===== config.mk =====
export PLATFORM = sky130hd
export DESIGN_NAME = synth_control_regs_2_to_4
export DESIGN_NICKNAME = d
export VERILOG_FILES = /design/src/synth_regs_pkg.sv /design/src/synth_control_regs_2_to_4.sv
export SDC_FILE = /design/constraint.sdc
export NUM_CORES = 1
export LEC_CHECK = 0
export ABC_AREA = 1
export BUFFER_PORTS_ARGS = -buffer_cell sky130_fd_sc_hd__buf_2
export CORE_ASPECT_RATIO = 1.4
export CORE_MARGIN = 2
export CORE_UTILIZATION = 50
export CTS_BUF_LIST = sky130_fd_sc_hd__clkbuf_2
export CTS_CLUSTER_SIZE = 24
export DETAILED_ROUTE_END_ITERATION = 12
export GPL_TIMING_DRIVEN = 1
export PLACE_DENSITY_LB_ADDON = 0.05
export SYNTH_ARGS = -nofsm -noshare
export SYNTH_HDL_FRONTEND = slang
export SYNTH_HIERARCHICAL = 1
export SYNTH_SLANG_ARGS = --single-unit

===== constraint.sdc =====
create_clock -name ref_clk -period 2.52 [get_ports ref_clk]
set_clock_uncertainty 0.1 [all_clocks]
set_input_delay 0.126 -clock ref_clk [delete_from_list [all_inputs] [get_ports ref_clk]]
set_output_delay 0.126 -clock ref_clk [all_outputs]
set_load 0.01 [all_outputs]

===== src/synth_regs_pkg.sv =====
// package for the synthesizer control word bank
// assumes words arrive already deserialised as 27-bit values with an index
package synth_regs_pkg;
   localparam int          WORD_W          = 27;
   localparam logic [3:0]  IDX_MASTER      = 4'h0;
   localparam logic [3:0]  IDX_MODULUS     = 4'h2;
   localparam logic [3:0]  IDX_REFDIV      = 4'h3;
   localparam logic [3:0]  IDX_LOCK        = 4'h4;
   localparam int          DBUF_BIT        = 26;
   localparam logic [26:0] MODULUS_RESET   = 27'h0000002;
   localparam logic [26:0] REFDIV_RESET    = 27'h0000001;
   localparam logic [26:0] LOCK_RESET      = 27'h0000309;
   // lock window base step, and largest lock count
   localparam int          WINDOW_STEP_NS  = 2;
   localparam int          CLK_PERIOD_PS   = 5000;
   localparam int          WINDOW_STEP_CYC = (WINDOW_STEP_NS * 1000 + CLK_PERIOD_PS - 1)
                                             / CLK_PERIOD_PS;
   localparam int          LOCK_CNT_MAX    = 4096;

   typedef struct packed {
      logic        valid;
      logic [3:0]  index;
      logic [26:0] data;
   } word_write_t;

   typedef struct packed {
      logic        device_power_down;
      logic        output2_power_down;
      logic [20:0] fraction_denominator;
      logic        leakage_direction;
      logic [5:0]  leakage_current_step;
      logic        down_split_enable;
      logic [1:0]  detector_delay_mode;
      logic [1:0]  reference_path;
      logic [12:0] reference_divider;
      logic        external_oscillator_enable;
      logic        internal_oscillator_on;
      logic        gain_compensation_auto;
      logic        detector_polarity;
      logic [1:0]  reference_buffer_mode;
   } synth_ctrl_t;
endpackage


===== src/synth_control_regs_2_to_4.sv =====
// register bank for the modulus, reference divider and lock control words
// assumes a serial front end hands over complete words on ref_clk; the
// detector compare pulse and phase error arrive from the detector clock domain
`timescale 1ns/10ps

// Overview of operation
// with buffer bit set, written word waits in shadow until master word written.
// host keeps modulator clock test bit at zero.
// host writes zero to all reserved fields.
// output2 power down bit disables second output; host sets it when first enabled.
// 21-bit modulus is fraction denominator, host range 2 to 2097151.
// device power down switches off all blocks except regulators; down_split_level still follows master_delay_value while r[17] is set.
// leakage current equals code times 10 or 20 microamp step.
// leakage direction zero sinks, one sources.
// down split enable adds pulse current set by master word delay field.
// delay mode selects none, feedback delayed, reference delayed; 11 reserved.
// reference path direct, doubled, halved, quartered; no doubling when differential.
// 13-bit reference divider, host range 1 to 8191.
// external oscillator enable powers internal oscillators down.
// host limits oscillator amplitude by core supply.
// gain compensation disable fixes pump current; zero auto adjusts.
// detector polarity zero standard, one inverted.
// reference buffer 01 differential, 10 crystal, 11 single ended; 00 reserved.
// mute enable switches outputs off while loop unlocked.
// lock polarity zero gives high when locked, one low.
// lock window is 2 ns times code plus one; code rounds the step up to one 5 ns ref_clk cycle, so code plus one cycles.
// lock count select maps to 4 through 4096 comparisons.
// host sets supply bits to match the supplies.
// host keeps numerator below modulus.
// with buffer bit clear a write takes effect at once.
// lock after required consecutive in-window compares; clear on first outside.
module synth_control_regs_2_to_4
   import synth_regs_pkg::*;
(
   input  wire logic        ref_clk,
   input  wire logic        rst,
   input  wire logic        clk_en,
   input  wire word_write_t word_in,
   input  wire logic [1:0]  master_delay_value,
   input  wire logic        compare_clk,
   input  wire logic [7:0]  phase_error_cycles,
   output logic [26:0]      modulus_and_output2_ctrl,
   output logic [26:0]      ref_divider_and_leakage_ctrl,
   output logic [26:0]      lock_detect_and_buffer_ctrl,
   output synth_ctrl_t      ctrl,
   output logic [1:0]       down_split_level,
   output logic             output_mute,
   output logic             lock_indicator
);

   ////////////////////////////////////////////////////////////////////////////
   logic        wr_master;

   assign wr_master = word_in.valid && (word_in.index == IDX_MASTER);

   // one slot per control word, each with its own shadow stage and pending flag
   word_slot #(
      .INDEX       (IDX_MODULUS),
      .RESET_VALUE (MODULUS_RESET)
   ) mod_slot (
      .ref_clk   (ref_clk),
      .rst       (rst),
      .clk_en    (clk_en),
      .word_in   (word_in),
      .wr_master (wr_master),
      .active    (modulus_and_output2_ctrl)
   );

   word_slot #(
      .INDEX       (IDX_REFDIV),
      .RESET_VALUE (REFDIV_RESET)
   ) ref_slot (
      .ref_clk   (ref_clk),
      .rst       (rst),
      .clk_en    (clk_en),
      .word_in   (word_in),
      .wr_master (wr_master),
      .active    (ref_divider_and_leakage_ctrl)
   );

   word_slot #(
      .INDEX       (IDX_LOCK),
      .RESET_VALUE (LOCK_RESET)
   ) lock_slot (
      .ref_clk   (ref_clk),
      .rst       (rst),
      .clk_en    (clk_en),
      .word_in   (word_in),
      .wr_master (wr_master),
      .active    (lock_detect_and_buffer_ctrl)
   );

   ////////////////////////////////////////////////////////////////////////////
   logic [26:0] m;
   logic [26:0] r;
   logic [26:0] l;
   logic        pd;
   assign m  = modulus_and_output2_ctrl;
   assign r  = ref_divider_and_leakage_ctrl;
   assign l  = lock_detect_and_buffer_ctrl;
   assign pd = r[25];

   // decoded controls of the modulus word, plus the power down bit of the reference divider word
   always_ff @(posedge ref_clk) begin
      if (rst) begin
         ctrl.device_power_down    <= 1'b0;
         ctrl.output2_power_down   <= 1'b0;
         ctrl.fraction_denominator <= 21'h000000;
      end else if (clk_en) begin
         ctrl.device_power_down    <= pd;
         ctrl.output2_power_down   <= m[21] | pd;
         ctrl.fraction_denominator <= m[20:0];
      end
   end

   // decoded controls of the reference divider word
   always_ff @(posedge ref_clk) begin
      if (rst) begin
         ctrl.leakage_direction    <= 1'b0;
         ctrl.leakage_current_step <= 6'h00;
         ctrl.down_split_enable    <= 1'b0;
         ctrl.detector_delay_mode  <= 2'h0;
         ctrl.reference_path       <= 2'h0;
         ctrl.reference_divider    <= 13'h0000;
         down_split_level          <= 2'h0;
      end else if (clk_en) begin
         ctrl.leakage_direction    <= r[18];
         // leakage in 10 uA units: code, doubled when step bit set
         ctrl.leakage_current_step <= pd ? 6'h00 :
                                      (r[24] ? {r[23:19], 1'b0} : {1'b0, r[23:19]});
         ctrl.down_split_enable    <= r[17] & ~pd;
         ctrl.detector_delay_mode  <= (r[16:15] == 2'h3) ? 2'h0 : r[16:15];
         ctrl.reference_path       <= r[14:13];
         ctrl.reference_divider    <= r[12:0];
         down_split_level <= r[17] ? master_delay_value : 2'h0;
      end
   end

   // decoded controls of the lock and buffer word
   always_ff @(posedge ref_clk) begin
      if (rst) begin
         ctrl.external_oscillator_enable <= 1'b0;
         ctrl.internal_oscillator_on     <= 1'b0;
         ctrl.gain_compensation_auto     <= 1'b0;
         ctrl.detector_polarity          <= 1'b0;
         ctrl.reference_buffer_mode      <= 2'h0;
      end else if (clk_en) begin
         ctrl.external_oscillator_enable <= l[19] & ~pd;
         ctrl.internal_oscillator_on     <= ~l[19] & ~pd;
         ctrl.gain_compensation_auto     <= ~l[11];
         ctrl.detector_polarity          <= l[10];
         ctrl.reference_buffer_mode      <= l[9:8];
      end
   end

   ////////////////////////////////////////////////////////////////////////////
   // compare clock comes from the detector domain: two-flop sync then edge find
   // the error only moves half a compare period away from the rising edge
   logic       cmp_s2;
   logic       cmp_s3;
   logic [7:0] err_s2;

   sync_stage #(
      .WIDTH (1)
   ) cmp_sync (
      .ref_clk  (ref_clk),
      .rst      (rst),
      .clk_en   (clk_en),
      .async_in (compare_clk),
      .sync_out (cmp_s2)
   );

   sync_stage #(
      .WIDTH (8)
   ) err_sync (
      .ref_clk  (ref_clk),
      .rst      (rst),
      .clk_en   (clk_en),
      .async_in (phase_error_cycles),
      .sync_out (err_s2)
   );

   // delayed copy for edge finding; reset level matches the idle pin
   always_ff @(posedge ref_clk) begin
      if (rst) begin
         cmp_s3 <= 1'b0;
      end else if (clk_en) begin
         cmp_s3 <= cmp_s2;
      end
   end

   logic        cmp_edge;
   logic [7:0]  window_cyc;
   logic [12:0] need_cnt;
   logic [12:0] good_cnt;
   logic        locked;
   assign cmp_edge   = cmp_s2 & ~cmp_s3;
   assign window_cyc = 8'((int'(l[5:3]) + 1) * WINDOW_STEP_CYC);

   always_comb begin
      unique case (l[2:0])
         3'h0: need_cnt = 13'h0004;
         3'h1: need_cnt = 13'h0008;
         3'h2: need_cnt = 13'h0010;
         3'h3: need_cnt = 13'h0040;
         3'h4: need_cnt = 13'h0100;
         3'h5: need_cnt = 13'h0400;
         3'h6: need_cnt = 13'h0800;
         3'h7: need_cnt = 13'(LOCK_CNT_MAX);
      endcase
   end

   always_ff @(posedge ref_clk) begin
      if (rst) begin
         good_cnt <= 13'h0000;
         locked   <= 1'b0;
      end else if (clk_en && pd) begin
         // power down drops lock, but only while the clock is enabled
         good_cnt <= 13'h0000;
         locked   <= 1'b0;
      end else if (clk_en && cmp_edge) begin
         if (err_s2 > window_cyc) begin
            good_cnt <= 13'h0000;
            locked   <= 1'b0;
         end else if (good_cnt + 13'h0001 >= need_cnt) begin
            good_cnt <= need_cnt;
            locked   <= 1'b1;
         end else begin
            good_cnt <= good_cnt + 13'h0001;
         end
      end
   end

   always_ff @(posedge ref_clk) begin
      if (rst) begin
         lock_indicator <= 1'b0;
         output_mute    <= 1'b0;
      end else if (clk_en) begin
         lock_indicator <= locked ^ l[6];
         output_mute    <= pd | (l[7] & ~locked);
      end
   end

endmodule

////////////////////////////////////////////////////////////////////////////////
// one control word: shadow stage, pending flag and active stage
module word_slot
   import synth_regs_pkg::*;
#(
   parameter logic [3:0]  INDEX       = 4'h2,
   parameter logic [26:0] RESET_VALUE = 27'h0000000
)
(
   input  wire logic        ref_clk,
   input  wire logic        rst,
   input  wire logic        clk_en,
   input  wire word_write_t word_in,
   input  wire logic        wr_master,
   output logic [26:0]      active
);
   logic [26:0] shadow;
   logic        pending;
   logic        hit;

   assign hit = word_in.valid && (word_in.index == INDEX);

   // buffered writes wait here until the master word is written
   always_ff @(posedge ref_clk) begin
      if (rst) begin
         shadow  <= RESET_VALUE;
         pending <= 1'b0;
      end else if (clk_en) begin
         if (hit && word_in.data[DBUF_BIT]) begin
            shadow  <= word_in.data;
            pending <= 1'b1;
         end else if (wr_master) begin
            pending <= 1'b0;
         end
      end
   end

   // direct write takes effect at once; pending shadow moves on master write
   always_ff @(posedge ref_clk) begin
      if (rst) begin
         active <= RESET_VALUE;
      end else if (clk_en) begin
         if (hit && !word_in.data[DBUF_BIT]) begin
            active <= word_in.data;
         end else if (wr_master && pending) begin
            active <= shadow;
         end
      end
   end
endmodule

////////////////////////////////////////////////////////////////////////////////
// two flip-flop synchroniser; only the second stage is read outside
module sync_stage #(
   parameter int WIDTH = 1
)
(
   input  wire logic             ref_clk,
   input  wire logic             rst,
   input  wire logic             clk_en,
   input  wire logic [WIDTH-1:0] async_in,
   output logic [WIDTH-1:0]      sync_out
);
   logic [WIDTH-1:0] first;

   always_ff @(posedge ref_clk) begin
      if (rst) begin
         first    <= '0;
         sync_out <= '0;
      end else if (clk_en) begin
         first    <= async_in;
         sync_out <= first;
      end
   end
endmodule


==> impl_results.md <==
- Via count: roughly 13000
- Crit path kind: flip-flop to flip-flop
- Post-Syn Instances: ~1800
- Failing checks: negative setup slack
- Met3 usage in global routing: 0.0654
- # clock sinks: ~260
- Slowest CP cell: dfxtp_1
- Syn_nets: roughly 1800
- Die X: 136 µm
- Top post-synthesis cells by count: 419 x nand2_1, 365 x nor2_1, 256 x dfxtp_1
- Yosys warns: 6
- Post-Layout Inst Area: roughly 0.015 mm²
- Post-DRT Antenna Nets: 0
- Leak: approximately 7.8 nW
- Synth top area cells: dfxtp_1 42%, nand2_1 13%, nor2_1 11%, nand3_1 6.0%, inv_1 4.3%
- Mapped cell area: about 0.012 mm²
- Initial DRC Count: around 880
- CTS root buf: clkbuf_2
- Leading area contributor after synthesis: dfxtp_1
- DRC Markers: 0
- Worst r2r src: good_cnt[2]
- Post-synth top area share: 0.422
- Die height: roughly 190 µm
- Critical path arrival: between 3000 and 4000 ps
- Worst path required time: ~3300 ps
- Critical-path cell list: nand2_1 -> nor2_4 -> nand4_1 -> xor2_2 -> inv_2 -> ha_4 -> a21o_1 -> a21oi_4 -> buf_12 -> nand3_4 -> nand2_2 -> nand3_2 -> a21oi_2
- Synth cell types: 44
- CP Capture Type: flip-flop
- Status: finished with violations
- Worst skew pair latency: 910 ps
- Via/cell ratio: approximately 5.2
- DP Area: 0.0133 mm²
- Startpoint type of the worst setup path: flip-flop
- GRT overflow: 0
- Asr flop ratio synth: 0
- Vias in the first global route: approximately 12000
- CTS tree: built
- Layout net count: roughly 2200
- WP buf/inv: 2
- Setup ws final: -5.29 ps
- HP Class: primary input to flip-flop
- Port bufs: approximately 180
- Initial antenna violation count: 1
- Max-cap violations: 0
- Met2 track demand over resource: 0.576
- GPL Wtd Cong: 0.839
- Overall Power: about 7.6 mW
- Max incr delay on CP: approximately 470 ps
- CTS Buffer Depth: 3
- Synthesis-stage register bit count: about 260
- WL final: ~42 mm
- WL/cell: between 15 and 20 µm
- Total global-route track usage: 0.326
- Slew @ Worst Pin: between 800 and 900 ps
- Fill count: approximately 2200
- Largest net degree at the start of global routing: around 110
- Clock transition at path regs: 120 ps
- Minimum clock period: 2530 ps
- First-pass DRT Iterations: 5
- DP Wirelength: around 25 mm
- Crit path max fanout: 6
- PD cells: 497 mW/mm²
- Slew Limit Fails: 0
- H-tree depth: 2
- Die area: about 0.026 mm²
- Share of cells above drive strength 1: 0.205
- RSZ-0062 raised after global routing: yes
- Main synth FF type: dfxtp_1
- Hold path start: word_in[14]
- Count leader, synth: nand2_1
- Post-synthesis sequential area ratio: 0.422
- First-pass GRT wire length: ~66 mm
- Num CTS Buffers: 60
- Site row count: 67
- Final setup vio count: 1
- EDFF count, synth: 0
- Final cycle utilization of the critical path: 1.00
- Worst vdd ir: approximately 0.00034 V
- Layout area overhead: 26.6%
- Peak Freq: ~400 MHz
- Final hold violations: 0
- Global Route met1 Usage: 0.354
- Initial Utilization: 0.509
- Final Util: 0.644
- Cell family contributing the most delay on the critical path: simple AND/OR/NAND/NOR gates
- Relative slew margins: 0.460
- IO Count: about 190
- Mapped Avg Cell Area: 6.93 µm²
- Crit path from: good_cnt[2]
- Top Usage Layer GRT: met2
- Core ar.: 0.0239 mm²
[placed cells by master (no fill, tap or decap), drive strengths merged, types with 68 or more instances in the layout]
| cell type | Yosys | final |
|---|---|---|
| buf | 54 | 234 |
| dlygate4sd3 | 0 | 134 |
| nand2 | 432 | 433 |
| inv | 148 | 150 |
| nor2 | 395 | 395 |
| clkbuf | 42 | 91 |
| nand4 | 68 | 68 |
| nand3 | 154 | 155 |
| o21ai | 100 | 100 |
| dfxtp | 256 | 256 |
[per-layer routing]
metal  wire, µm  vias to the layer above
met2      21200                      463
li1           -                     6282
met1      15300                     5912
met3       2590                      148
met5          0                        -
met4       2580                        0
[layout make-up]
cell class / instances / area (µm²) / area share
Multi-Input combinational cell: 1255 / 6120 / 0.397
Clock buffer: 91 / 455 / 0.0296
Antenna cell: 1 / 2.50 / 0.000163
Inverter: 149 / 563 / 0.0366
Tap cell: 310 / 388 / 0.0252
Clock inverter: 16 / 63.8 / 0.00415
Timing Repair Buffer: 368 / 2670 / 0.173
Sequential cell: 256 / 5130 / 0.333
[tightest hold or removal path: cells and delay by family]
family	cells	cell delay [ps]
buf+inv	2	720
simple gates	2	170
[logic make-up (layout without fill, tap and decap cells)]
kind of cell	after synthesis	in the layout	synth area share
and+or+nand+nor	1057	1059	0.390
DFF	256	256	0.422
buffers and inverters	245	624	0.0921
AOI/OAI and AO/OA	173	173	0.0751
adders and majority gates	14	14	0.0144
xor gates and xnor gates	9	9	0.00649
other	0	1	0
[where the power goes]
part	switching, mW	internal [mW]
Clock	1.71	0.958
Sequential	0.0452	4.13
Combinational	0.507	0.295
Total	2.27	5.38
[path summary, 6_finish.rpt]
kind | endpoint | slack [ps] | depth (start not counted)
max | good_cnt[11] | -5 | 13
min | mod_slot/shadow[14] | 50 | 4
min reg2reg | err_sync/sync_out[6] | 370 | 2
max reg2reg | good_cnt[11] | -5 | 13
[flip-flops by register name, indices dropped and copies added, names as in the netlist, 2 cells and up]
name,cells
lock_slot/shadow,27
err_sync/sync_out,8
down_split_level,2
good_cnt,13
ref_slot/shadow,27
err_sync/first,8
mod_slot/shadow,27
ref_slot/active,27
lock_slot/active,27
mod_slot/active,27
ctrl,54
[stage by stage]
step / TNS, ps / worst slack, ps / hold slack (ps) / cells
floorplan: 0 / 44.4 / 88.4 / 1754
global placement: -622 / -91.6 / 300 / 2196
detailed placement: -1060 / -132 / 300 / 2196
CTS: -137 / -28.5 / 0.0928 / 2445
global route: -1080 / -135 / 16.2 / 2446
finish: -5.29 / -5.29 / 50.5 / 2446
[what timing repair did]
| action | CTS | global route |
|---|---|---|
| pin swaps | 10 | 19 |
| buffers inserted | 3 | 3 |
| hold buffers | 136 | 0 |
| hold endpoints to repair | 256 | 0 |
| resized for setup | 18 | 23 |
| gates cloned | 3 | 0 |
| setup endpoints to repair | 13 | 16 |
Power figures use the tool's default switching activity.
